$ cat config.mk
export PLATFORM = sky130hd
export DESIGN_NAME = spi_fram_command_slave
export DESIGN_NICKNAME = d
export VERILOG_FILES = /design/src/core/spi_fram_pkg.sv /design/src/core/pin_sync.sv /design/src/core/spi_fram_command_slave.sv
export VERILOG_INCLUDE_DIRS = /design/src /design/src/core
export SDC_FILE = /design/constraint.sdc
export NUM_CORES = 1
export LEC_CHECK = 0
export BUFFER_PORTS_ARGS = -buffer_cell sky130_fd_sc_hd__buf_4
export CAP_MARGIN = 20
export CORE_MARGIN = 2
export CORE_UTILIZATION = 35
export CTS_CLUSTER_SIZE = 8
export DETAILED_ROUTE_END_ITERATION = 10
export SYNTH_ARGS = -nofsm -noshare
export SYNTH_HDL_FRONTEND = slang
export SYNTH_SLANG_ARGS = --single-unit
$ cat constraint.sdc
create_clock -name clk -period 2.97 [get_ports clk]
set_clock_uncertainty 0.05 [all_clocks]
set_input_delay 0.297 -clock clk [delete_from_list [all_inputs] [get_ports clk]]
set_output_delay 0.297 -clock clk [all_outputs]
set_load 0.02 [all_outputs]
$ cat src/core/spi_fram_map.svh
// Purpose: Constants for the serial nonvolatile memory command slave
// Assumes: Included by the package and by the main module
// Notes:   Offsets, field positions, reset values and opcodes only
`ifndef SPI_FRAM_MAP_SVH
`define SPI_FRAM_MAP_SVH

`define OP_LATCH_SET     8'h06
`define OP_LATCH_CLEAR   8'h04
`define OP_STATUS_READ   8'h05
`define OP_STATUS_WRITE  8'h01
`define OP_MEM_READ      8'h03
`define OP_MEM_WRITE     8'h02

`define ADDR_W           11
`define ADDR_LAST        11'h7FF
`define ADDR_FIRST       11'h000
`define QUARTER_BASE     11'h600
`define HALF_BASE        11'h400

`define SR_PIN_PROTECT   7
`define SR_BLOCK_HI      3
`define SR_BLOCK_LO      2
`define SR_LATCH         1
`define NV_RESET         3'h0

`define BYTE_LAST_BIT    4'h7
`define ADDR_LAST_BIT    4'hF
`define SYNC_W           5

`endif

$ cat src/core/spi_fram_pkg.sv
// Purpose: Types and shared functions for the command slave
// Assumes: spi_fram_map.svh holds every number
// Notes:   blocked serves both the logic and its assertions; status_byte serves only the logic
`include "spi_fram_map.svh"

package spi_fram_pkg;

  typedef enum logic [2:0] {
    ST_IDLE,
    ST_OPCODE,
    ST_ADDR,
    ST_WR_DATA,
    ST_RD_DATA,
    ST_SR_RD,
    ST_SR_WR,
    ST_IGNORE
  } slave_state_t;

  // True when the block-protect pair covers this address
  function automatic logic blocked(input logic [1:0] bp, input logic [`ADDR_W-1:0] addr);
    case (bp)
      2'h1:    blocked = (addr >= `QUARTER_BASE);
      2'h2:    blocked = (addr >= `HALF_BASE);
      2'h3:    blocked = 1'b1;
      default: blocked = 1'b0;
    endcase
  endfunction : blocked

  // Nonvolatile bits are {pin protect, block hi, block lo}
  function automatic logic [7:0] status_byte(input logic [2:0] nv, input logic write_latch_flag);
    status_byte = 8'h00;
    status_byte[`SR_PIN_PROTECT] = nv[2];
    status_byte[`SR_BLOCK_HI] = nv[1];
    status_byte[`SR_BLOCK_LO] = nv[0];
    status_byte[`SR_LATCH] = write_latch_flag;
  endfunction : status_byte

endpackage : spi_fram_pkg

$ cat src/core/pin_sync.sv
// Purpose: Two-flop synchroniser for a group of pins
// Assumes: Pins are unrelated levels; no bus coherency is needed
// Notes:   The first stage feeds only the second stage
module pin_sync #(
  parameter int W = 1
) (
  input  wire logic         clk,
  input  wire logic         srst,
  input  wire logic [W-1:0] rst_val,
  input  wire logic [W-1:0] d,
  output logic      [W-1:0] q
);

  logic [W-1:0] meta_q;

  always_ff @(posedge clk) begin
    if (srst) begin
      meta_q <= rst_val;
      q      <= rst_val;
    end else begin
      meta_q <= d;
      q      <= meta_q;
    end
  end

endmodule : pin_sync

$ cat src/core/spi_fram_command_slave.sv
// Purpose: Serial slave of a 2,048 x 8 nonvolatile memory
// Assumes: clk well above twice the serial clock; storage sits outside
// Notes:   Serial pins are sampled on clk; all edges come from the samples
//
// What this block does
// - Transfers are bytes, most significant bit first.
// - Input sampled on clock rise; output changes on clock fall.
// - Only clock modes 0 and 3; capture always on rising edges.
// - Six opcodes decoded; 03h reads memory, 02h writes memory.
// - Opcode 06h sets the write latch; status bit 1 shows it.
// - Opcode 04h clears the write latch, blocking all writes.
// - Write latch is clear after reset.
// - Finishing a memory or status write clears the write latch.
// - Status writes ignore the latch bit of the data byte; the latch clears afterwards.
// - Opcode 05h returns one status byte.
// - Opcode 01h writes status if latch set and not pin-protected.
// - Status: bit 7 pin protect, bits 3-2 block protect, bit 1 latch.
// - Block pair: 00 none, 01 600h-7FFh, 10 400h-7FFh, 11 all.
// - Pin protect enable with protect pin low rejects status writes.
// - Protect pin never blocks memory array writes.
// - Memory write needs latch set and address outside protected range.
// - Two address bytes follow; only the low 11 bits are used.
// - Address advances per byte, wrapping 7FFh to 000h.
// - Each data byte is stored at its eighth bit, no busy time.
// - Chip select rising ends a memory read or write.
// - During read data the serial input is ignored.
// - Hold low pauses; clock edges ignored until hold returns high.
// - One opcode per select; first byte after select is the opcode.
// - Output driven only while returning read data.
`include "spi_fram_map.svh"

module spi_fram_command_slave (
  input  wire logic                clk,
  input  wire logic                srst,
  input  wire logic                sck,
  input  wire logic                cs_n,
  input  wire logic                si,
  input  wire logic                hold_n,
  input  wire logic                wp_n,
  output logic                     so,
  output logic                     so_oe,
  output logic [`ADDR_W-1:0]       mem_addr,
  output logic [7:0]               mem_wdata,
  output logic                     mem_wr,
  output logic                     mem_rd,
  input  wire logic [7:0]          mem_rdata,
  output logic [7:0]               write_protect_status
);

  logic [`SYNC_W-1:0]       pins_s;
  logic                     sck_s;
  logic                     cs_n_s;
  logic                     si_s;
  logic                     hold_n_s;
  logic                     wp_n_s;

  pin_sync #(
    .W (`SYNC_W)
  ) u_sync (
    .clk     (clk),
    .srst    (srst),
    .rst_val (5'h1E),
    .d       ({sck, cs_n, si, hold_n, wp_n}),
    .q       (pins_s)
  );

  assign sck_s    = pins_s[4];
  assign cs_n_s   = pins_s[3];
  assign si_s     = pins_s[2];
  assign hold_n_s = pins_s[1];
  assign wp_n_s   = pins_s[0];

  spi_fram_pkg::slave_state_t st_q, st_d;
  logic                     sck_prev_q;
  logic [3:0]               cnt_q, cnt_d;
  logic [7:0]               in_q, in_d;
  logic [7:0]               cmd_q, cmd_d;
  logic [`ADDR_W-1:0]       addr_q, addr_d;
  logic                     wel_q, wel_d;
  logic [2:0]               nv_q, nv_d;
  logic [7:0]               rdbuf_q, rdbuf_d;
  logic [7:0]               sh_q, sh_d;
  logic                     drive_q, drive_d;
  logic                     rd_wait_q;
  logic                     so_d, so_oe_d;
  logic [`ADDR_W-1:0]       mem_addr_d;
  logic [7:0]               mem_wdata_d;
  logic                     mem_wr_d, mem_rd_d;
  logic                     rise, fall, end_frame;
  logic [7:0]               byte_in;
  logic                     byte_done;
  logic                     sr_locked;

  // Edges are ignored while paused; hold may only move with the clock low
  assign rise      = sck_s & ~sck_prev_q & hold_n_s & ~cs_n_s;
  assign fall      = ~sck_s & sck_prev_q & hold_n_s & ~cs_n_s;
  assign end_frame = cs_n_s & hold_n_s;
  assign byte_in   = {in_q[6:0], si_s};
  assign byte_done = rise & (cnt_q == `BYTE_LAST_BIT);
  assign sr_locked = nv_q[2] & ~wp_n_s;

  always_comb begin
    st_d        = st_q;
    cnt_d       = cnt_q;
    in_d        = in_q;
    cmd_d       = cmd_q;
    addr_d      = addr_q;
    wel_d       = wel_q;
    nv_d        = nv_q;
    rdbuf_d     = rd_wait_q ? mem_rdata : rdbuf_q;
    sh_d        = sh_q;
    drive_d     = drive_q;
    so_d        = so;
    mem_addr_d  = mem_addr;
    mem_wdata_d = mem_wdata;
    mem_wr_d    = 1'b0;
    mem_rd_d    = 1'b0;
    if (end_frame) begin
      // A write op ends here, so the latch must not outlive it
      if ((cmd_q == `OP_MEM_WRITE) && ((st_q == spi_fram_pkg::ST_ADDR) ||
          (st_q == spi_fram_pkg::ST_WR_DATA))) begin
        wel_d = 1'b0;
      end
      st_d    = spi_fram_pkg::ST_IDLE;
      cnt_d   = 4'h0;
      drive_d = 1'b0;
    end else if (st_q == spi_fram_pkg::ST_IDLE) begin
      if (!cs_n_s) begin
        st_d  = spi_fram_pkg::ST_OPCODE;
        cnt_d = 4'h0;
      end
    end else if (rise) begin
      in_d  = byte_in;
      cnt_d = cnt_q + 4'h1;
      case (st_q)
        spi_fram_pkg::ST_OPCODE: begin
          if (byte_done) begin
            cmd_d = byte_in;
            cnt_d = 4'h0;
            case (byte_in)
              `OP_LATCH_SET: begin
                wel_d = 1'b1;
                st_d  = spi_fram_pkg::ST_IGNORE;
              end
              `OP_LATCH_CLEAR: begin
                wel_d = 1'b0;
                st_d  = spi_fram_pkg::ST_IGNORE;
              end
              `OP_STATUS_READ: begin
                rdbuf_d = spi_fram_pkg::status_byte(nv_q, wel_q);
                st_d    = spi_fram_pkg::ST_SR_RD;
              end
              `OP_STATUS_WRITE: begin
                st_d = spi_fram_pkg::ST_SR_WR;
              end
              `OP_MEM_READ, `OP_MEM_WRITE: begin
                st_d = spi_fram_pkg::ST_ADDR;
              end
              default: begin
                st_d = spi_fram_pkg::ST_IGNORE;
              end
            endcase
          end
        end
        spi_fram_pkg::ST_ADDR: begin
          // Shifting through 11 bits drops the upper five on its own
          addr_d = {addr_q[`ADDR_W-2:0], si_s};
          if (cnt_q == `ADDR_LAST_BIT) begin
            cnt_d = 4'h0;
            if (cmd_q == `OP_MEM_READ) begin
              mem_rd_d   = 1'b1;
              mem_addr_d = {addr_q[`ADDR_W-2:0], si_s};
              addr_d     = {addr_q[`ADDR_W-2:0], si_s} + `ADDR_W'(1);
              st_d       = spi_fram_pkg::ST_RD_DATA;
            end else begin
              st_d = spi_fram_pkg::ST_WR_DATA;
            end
          end
        end
        spi_fram_pkg::ST_WR_DATA: begin
          if (byte_done) begin
            cnt_d = 4'h0;
            // Protect pin plays no part here
            if (wel_q && !spi_fram_pkg::blocked(nv_q[1:0], addr_q)) begin
              mem_wr_d    = 1'b1;
              mem_addr_d  = addr_q;
              mem_wdata_d = byte_in;
            end
            addr_d = addr_q + `ADDR_W'(1);
          end
        end
        spi_fram_pkg::ST_RD_DATA: begin
          // Input bits are shifted but never used
          if (byte_done) begin
            cnt_d      = 4'h0;
            mem_rd_d   = 1'b1;
            mem_addr_d = addr_q;
            addr_d     = addr_q + `ADDR_W'(1);
          end
        end
        spi_fram_pkg::ST_SR_RD: begin
          if (byte_done) begin
            cnt_d   = 4'h0;
            drive_d = 1'b0;
            st_d    = spi_fram_pkg::ST_IGNORE;
          end
        end
        spi_fram_pkg::ST_SR_WR: begin
          if (byte_done) begin
            cnt_d = 4'h0;
            if (wel_q && !sr_locked) begin
              // Latch flag position of the byte is dropped
              nv_d = {byte_in[`SR_PIN_PROTECT], byte_in[`SR_BLOCK_HI], byte_in[`SR_BLOCK_LO]};
            end
            wel_d = 1'b0;
            st_d  = spi_fram_pkg::ST_IGNORE;
          end
        end
        default: begin
          cnt_d = 4'h0;
        end
      endcase
    end else if (fall && ((st_q == spi_fram_pkg::ST_RD_DATA) || (st_q == spi_fram_pkg::ST_SR_RD))) begin
      drive_d = 1'b1;
      if (cnt_q == 4'h0) begin
        so_d = rdbuf_q[7];
        sh_d = {rdbuf_q[6:0], 1'b0};
      end else begin
        so_d = sh_q[7];
        sh_d = {sh_q[6:0], 1'b0};
      end
    end
    // Released while paused or deselected
    so_oe_d = drive_d & hold_n_s & ~cs_n_s;
  end

  always_ff @(posedge clk) begin
    if (srst) begin
      st_q                 <= spi_fram_pkg::ST_IDLE;
      // Matches the synchroniser's reset level so no false edge follows reset
      sck_prev_q           <= 1'b1;
      cnt_q                <= 4'h0;
      in_q                 <= 8'h00;
      cmd_q                <= 8'h00;
      addr_q               <= `ADDR_FIRST;
      wel_q                <= 1'b0;
      nv_q                 <= `NV_RESET;
      rdbuf_q              <= 8'h00;
      sh_q                 <= 8'h00;
      drive_q              <= 1'b0;
      rd_wait_q            <= 1'b0;
      so                   <= 1'b0;
      so_oe                <= 1'b0;
      mem_addr             <= `ADDR_FIRST;
      mem_wdata            <= 8'h00;
      mem_wr               <= 1'b0;
      mem_rd               <= 1'b0;
      write_protect_status <= 8'h00;
    end else begin
      st_q                 <= st_d;
      sck_prev_q           <= sck_s;
      cnt_q                <= cnt_d;
      in_q                 <= in_d;
      cmd_q                <= cmd_d;
      addr_q               <= addr_d;
      wel_q                <= wel_d;
      nv_q                 <= nv_d;
      rdbuf_q              <= rdbuf_d;
      sh_q                 <= sh_d;
      drive_q              <= drive_d;
      rd_wait_q            <= mem_rd;
      so                   <= so_d;
      so_oe                <= so_oe_d;
      mem_addr             <= mem_addr_d;
      mem_wdata            <= mem_wdata_d;
      mem_wr               <= mem_wr_d;
      mem_rd               <= mem_rd_d;
      write_protect_status <= spi_fram_pkg::status_byte(nv_d, wel_d);
    end
  end
endmodule : spi_fram_command_slave

* After elaboration in Yosys (flattened, before gate mapping)
Index checks and enable logic that the tools add are counted.
Word-level totals: bits in read-only memories 0, register bits 97, memories 0, RAM bits 0, bits in latches 0, output and inout port bits 31, logic and storage cells 170
Cells by class: $mul 0, shift operators 0, bitwise operators 20, div/mod/pow operators 0, mux-type cells 65, reductions and logical operators 29, equality and inequality tests 29, add/subtract/negate cells 3, magnitude comparators 2
Operators by type and width (number):
- $mux 11 | 8
- $mux 8 | 8
- $mux 3 | 13
- $pmux 11 s3 | 1
- $eq 8x2->1 const B | 4
- $eq 8x3->1 const B | 3
- $add 11x1->11 const B | 2
- $ge 11x11->1 const B | 2
- $mux 1 | 22
- $pmux 11 s2 | 1
- $mux 4 | 5
- $pmux 3 s3 | 2
- $reduce_and 6->1 | 2
- $and 1x1->1 | 11
- $reduce_and 5->1 | 2
- $eq 3x3->1 const B | 3
- $not 1->1 | 9
- $reduce_and 9->1 | 1
- $eq 8x1->1 const B | 1
- $ne 2x1->1 const B | 4
- $pmux 4 s2 | 1
- $reduce_or 2->1 | 4
- $eq 3x2->1 const B | 2
- $ne 2x2->1 const B | 3
- 24 further kinds | 34

* Longest topological paths before layout
depth in word-level cells 15, depth in mapped cells 8, gate-level depth less buffers 7

* Cells and area by module
From an unflattened synthesis, not the netlist that was laid out.
Unflattened totals: cell total of the unflattened synthesis 514, area total of the unflattened synthesis 4533.1 sq um
Modules (own cells, without submodules):
- spi_fram_command_slave | times used 1, cells each 493, area each 4171.5 sq um
- pin_sync | times used 1, cells each 21, area each 361.6 sq um

* Least setup slack after synthesis
OpenSTA, ideal clock, no wires.
kind register to register, from register cnt_q[0], to register addr_q[6], setup slack 0.901 ns, stages on the path, launching flop included 8, period minus slack after synthesis 2.069 ns, arrival 1.897 ns, data required time 2.798 ns, cells stage by stage dfxtp_1 > ha_1 > and3b_1 > and2_1 > o21ai_1 > clkbuf_1 > nor4_1 > a311o_1
On the way: word-level cells in the longest chain between the ends 4
RTL lines:
- start, declared | line spi_fram_command_slave.sv:75 | logic [3:0] cnt_q, cnt_d;
- start signal, assigned | line spi_fram_command_slave.sv:262 | cnt_q <= cnt_d;
- $eq 4x3->1 (no line)
- $and 1x1->1 | line spi_fram_command_slave.sv:99 | assign byte_done = rise & (cnt_q == `BYTE_LAST_BIT);
- $ne 2x1->1 (no line)
- $reduce_and 5->1 (no line)
- end signal, assigned | line spi_fram_command_slave.sv:245 | addr_q <= `ADDR_FIRST;
- end signal, assigned | line spi_fram_command_slave.sv:265 | addr_q <= addr_d;
- end, declared | line spi_fram_command_slave.sv:78 | logic [`ADDR_W-1:0] addr_q, addr_d;
Parallel ways exist; a longest one is shown, timed or not. A chain may end at the register's enable or synchronous reset.

* Worst setup path in the final report
from register cnt_q[1], to register mem_addr[1]
On the way: word-level cells in the longest chain between the ends 4
RTL lines:
- $eq 4x3->1 (no line)
- $and 1x1->1 | line spi_fram_command_slave.sv:99
- $ne 2x2->1 (no line)
- $reduce_and 9->1 (no line) (*)
- end signal, assigned | line spi_fram_command_slave.sv:254 | mem_addr <= `ADDR_FIRST;
- end signal, assigned | line spi_fram_command_slave.sv:274 | mem_addr <= mem_addr_d;
- end, declared | line spi_fram_command_slave.sv:42 | output logic [`ADDR_W-1:0] mem_addr,
Every way passes the cells marked *; elsewhere a longest branch is shown, timed or not.

==> metrics.md <==
| Metric | Value |
|---|---|
| Global-route wire length before repair | between 15 and 20 mm |
| Clock sinks | 88 |
| Ys Warns | 0 |
| Sequential share of power | 0.492 |
| Worst skew pair latency | between 300 and 400 ps |
| RSZ-0062 raised after global routing | false |
| Vias in the first global route | approximately 3600 |
| Sequential-to-total area share from yosys stat | 0.398 |
| Pre-CTS setup slack | about 470 ps |
| First DRT Iteration DRCs | ~330 |
| Clock power share | 0.483 |
| Final setup vio count | 0 |
| Critical path class | flop to flop |
| Comb pwr share | 0.025 |
| Total die area | about 14000 um^2 |
| Clock transition at path regs | 60 ps |
| Port Buffer Count | roughly 40 |
| Cell internal pwr | approximately 1.9 mW |
| Most common cell after layout, fill and taps aside | dfxtp_1 |
| Sw Ratio | 0.212 |
| Final Max Slew Viols | 0 |
| Number of diodes | 0 |
| RePlAce Congestion | 0.917 |
| Router iterations before antenna repair | 5 |
| Fmax | 398 MHz |
| Most frequent cells in the layout | dfxtp_1, nand2_1, buf_4, nor2_1, a21oi_1 |
| Aggregate global routing overflow | 0 |
| Per-cell routed wire length | between 15 and 20 um |
| CTS tree | built |
| Core area | approximately 12000 um^2 |
| DIE WIDTH | roughly 120 um |
| Total Routing Usage GR | 0.163 |
| Fin crit share | 0.845 |
| Pwr Density | between 400 and 500 nW/um^2 |
| CTS max path bufs | 2 |
| Fin crit period | around 2500 ps |
| Register bit total from synthesis | between 80 and 90 |
| NumNets Final | around 570 |
| Slew HR | 0.459 |
| Setup Fix Bufs, Post-CTS | 0 |
| Routed WL | roughly 11 mm |
| Status | finished, final reports clean |
| Placed cells | 707 |
| Critical path arrival | roughly 2700 ps |
| Post-synth EDFFs | 0 |
| Hpwl dp | about 7.5 mm |
| Hold-fix buffers at CTS | 0 |
| CP max stage delay | slightly below 400 ps |
| Post-route ant nets | 0 |
| Final cell count without fillers | 723 |
| Synth Instances | about 530 |
| Initial Utilization | 0.355 |
| Crit-path cells | ha_1 -> nand3b_1 -> a21oi_1 -> o21ai_2 -> buf_4 -> or3_1 -> a21oi_1 |
| Final hold vios | 0 |
| Most used cell, CP | a21oi_1 |
| Worst Setup End Kind | flop |
| Crit-path slowest cell | dfxtp_1 |
| Worst Path Max Fanout | 21 |
| Largest net degree at the start of global routing | 81 |
| Number of max-cap violations | 0 |
| Die height | between 100 and 150 um |
| Post-CTS Resized | 0 |
| Final setup margin | between 400 and 500 ps |
| Post-synth cell types | between 70 and 80 |
| Leakage power | around 1.9 nW |
| Worst Max-Slew Pin Slew | 811 ps |
| Via count | just under 4000 |
| Row cnt | 41 |
| Peak supply drop | 0.310 mV |
| CTS root buffer | clkbuf_16 |
| Post-Syn Area | roughly 4400 um^2 |
| Ports | 46 |
| Synth Flop Type | dfxtp_1 |
| Hold Path Class | input pin to flop |
| Critical Path RT | roughly 3200 ps |
| Syn-to-layout area delta | 16.0% |
| Clock buffer count from CTS | 9 |
| Switching pwr | just over 500 uW |
| Startpoint Class | flop |
| Htree depth | 3 |
| Mean Syn Cell Area | 8.33 um^2 |
| Initial antenna violation count | 0 |
| Ratio of cells with drive above 1 in the final layout | 0.163 |
| Detailed-route DRC error count | 0 |
| Fraction of registers with async set or reset after synthesis | 0 |
| Vias per cell | ~5.4 |
| Setup TNS | 0 ps |
stage by stage:
step / power [mW] / hold slack, ps / cell area [um^2] / util
final: 2.42 / 89.0 / 5130 / 0.412
after global routing: 2.49 / 75.6 / 5130 / 0.412
after CTS: 2.44 / 82.3 / 5120 / 0.410
after detailed placement: 1.28 / 346 / 4810 / 0.386
after global placement: 1.28 / 345 / 4810 / 0.386
after floorplan: 1.26 / 339 / 4430 / -
power groups by stage:
stage	logic [mW]	clock network, mW	registers [mW]
after floorplan	0.0423	0	1.22
after global placement	0.0607	0	1.22
after detailed placement	0.0604	0	1.22
after CTS	0.0607	1.19	1.19
after global routing	0.0657	1.24	1.19
final	0.0604	1.17	1.19
cells in the mapped netlist (all sizes together), types with 3 or more instances:
cell type / n / share of area
nand4b: 3 / 0.0059
mux2i: 32 / 0.072
o21ai: 25 / 0.028
a21oi: 40 / 0.045
dfxtp: 88 / 0.40
or3: 4 / 0.0057
mux2: 3 / 0.0076
nand2b: 5 / 0.0071
a311oi: 3 / 0.0074
nor4: 7 / 0.0099
a31oi: 6 / 0.0085
nand3: 22 / 0.025
inv: 10 / 0.0085
buf: 15 / 0.020
clkbuf: 34 / 0.029
or4: 4 / 0.0076
ha: 5 / 0.014
nor2b: 9 / 0.013
a211oi: 10 / 0.018
xnor2: 6 / 0.012
nor2: 45 / 0.039
a211o: 11 / 0.022
nand4: 5 / 0.0071
nor3b: 5 / 0.0096
nor3: 13 / 0.016
nand2: 62 / 0.053
or2: 10 / 0.014
layout make-up:
type,instances,area (um^2)
multi-input cells,387,2420
flip-flops and latches,88,1760
clock inverters,4,51.3
well taps,172,215
fillers,1258,7340
inverters,10,37.5
clock buffers,11,253
repair buffers,51,389
kinds of logic after synthesis:
logic type,Yosys count,synth area share
DFF,88,0.398
adders and majority gates,5,0.0141
and+or+nand+nor,207,0.241
muxes,35,0.0801
xor gates and xnor gates,8,0.0158
buffers and inverters,59,0.0574
AOI/OAI and AO/OA,128,0.192
other,1,0.000848
worst max-delay path: cells and delay by family, from the launching register on:
| kind | cells | cell delay (ps) |
|---|---|---|
| compound gates | 3 | 840 |
| buf+inv | 1 | 260 |
| flops | 1 | 390 |
| simple gates | 2 | 570 |
| fa+ha+maj | 1 | 320 |
sequential cells by signal (all words and copies together), names as in the netlist:
signal / cells
addr_q: 11
mem_addr: 11
cmd_q: 8
mem_wdata: 8
rdbuf_q: 8
in_q: 7
sh_q: 7
u_sync.meta_q: 5
u_sync.q: 5
cnt_q: 4
write_protect_status: 4
st_q: 3
drive_q: 1
mem_rd: 1
mem_wr: 1
rd_wait_q: 1
sck_prev_q: 1
so: 1
so_oe: 1
path summary, 6_finish.rpt:
| kind | from | to | slack, ps | depth (start not counted) |
|---|---|---|---|---|
| setup / recovery | cnt_q[1] | mem_addr[1] | 460 | 7 |
| hold / removal | cs_n | u_sync.meta_q[3] | 90 | 2 |
| setup reg to reg | cnt_q[1] | mem_addr[1] | 460 | 7 |
| hold reg to reg | u_sync.meta_q[1] | u_sync.q[1] | 360 | 1 |
per-layer routing:
metal	up-vias	global-route usage	routed length [um]
li1	1924	-	-
met1	1879	0.214	5090
met2	108	0.269	5220
met3	14	0.0379	489
met4	0	0.0437	133
met5	-	0	0
Power figures use the tool's default switching activity.
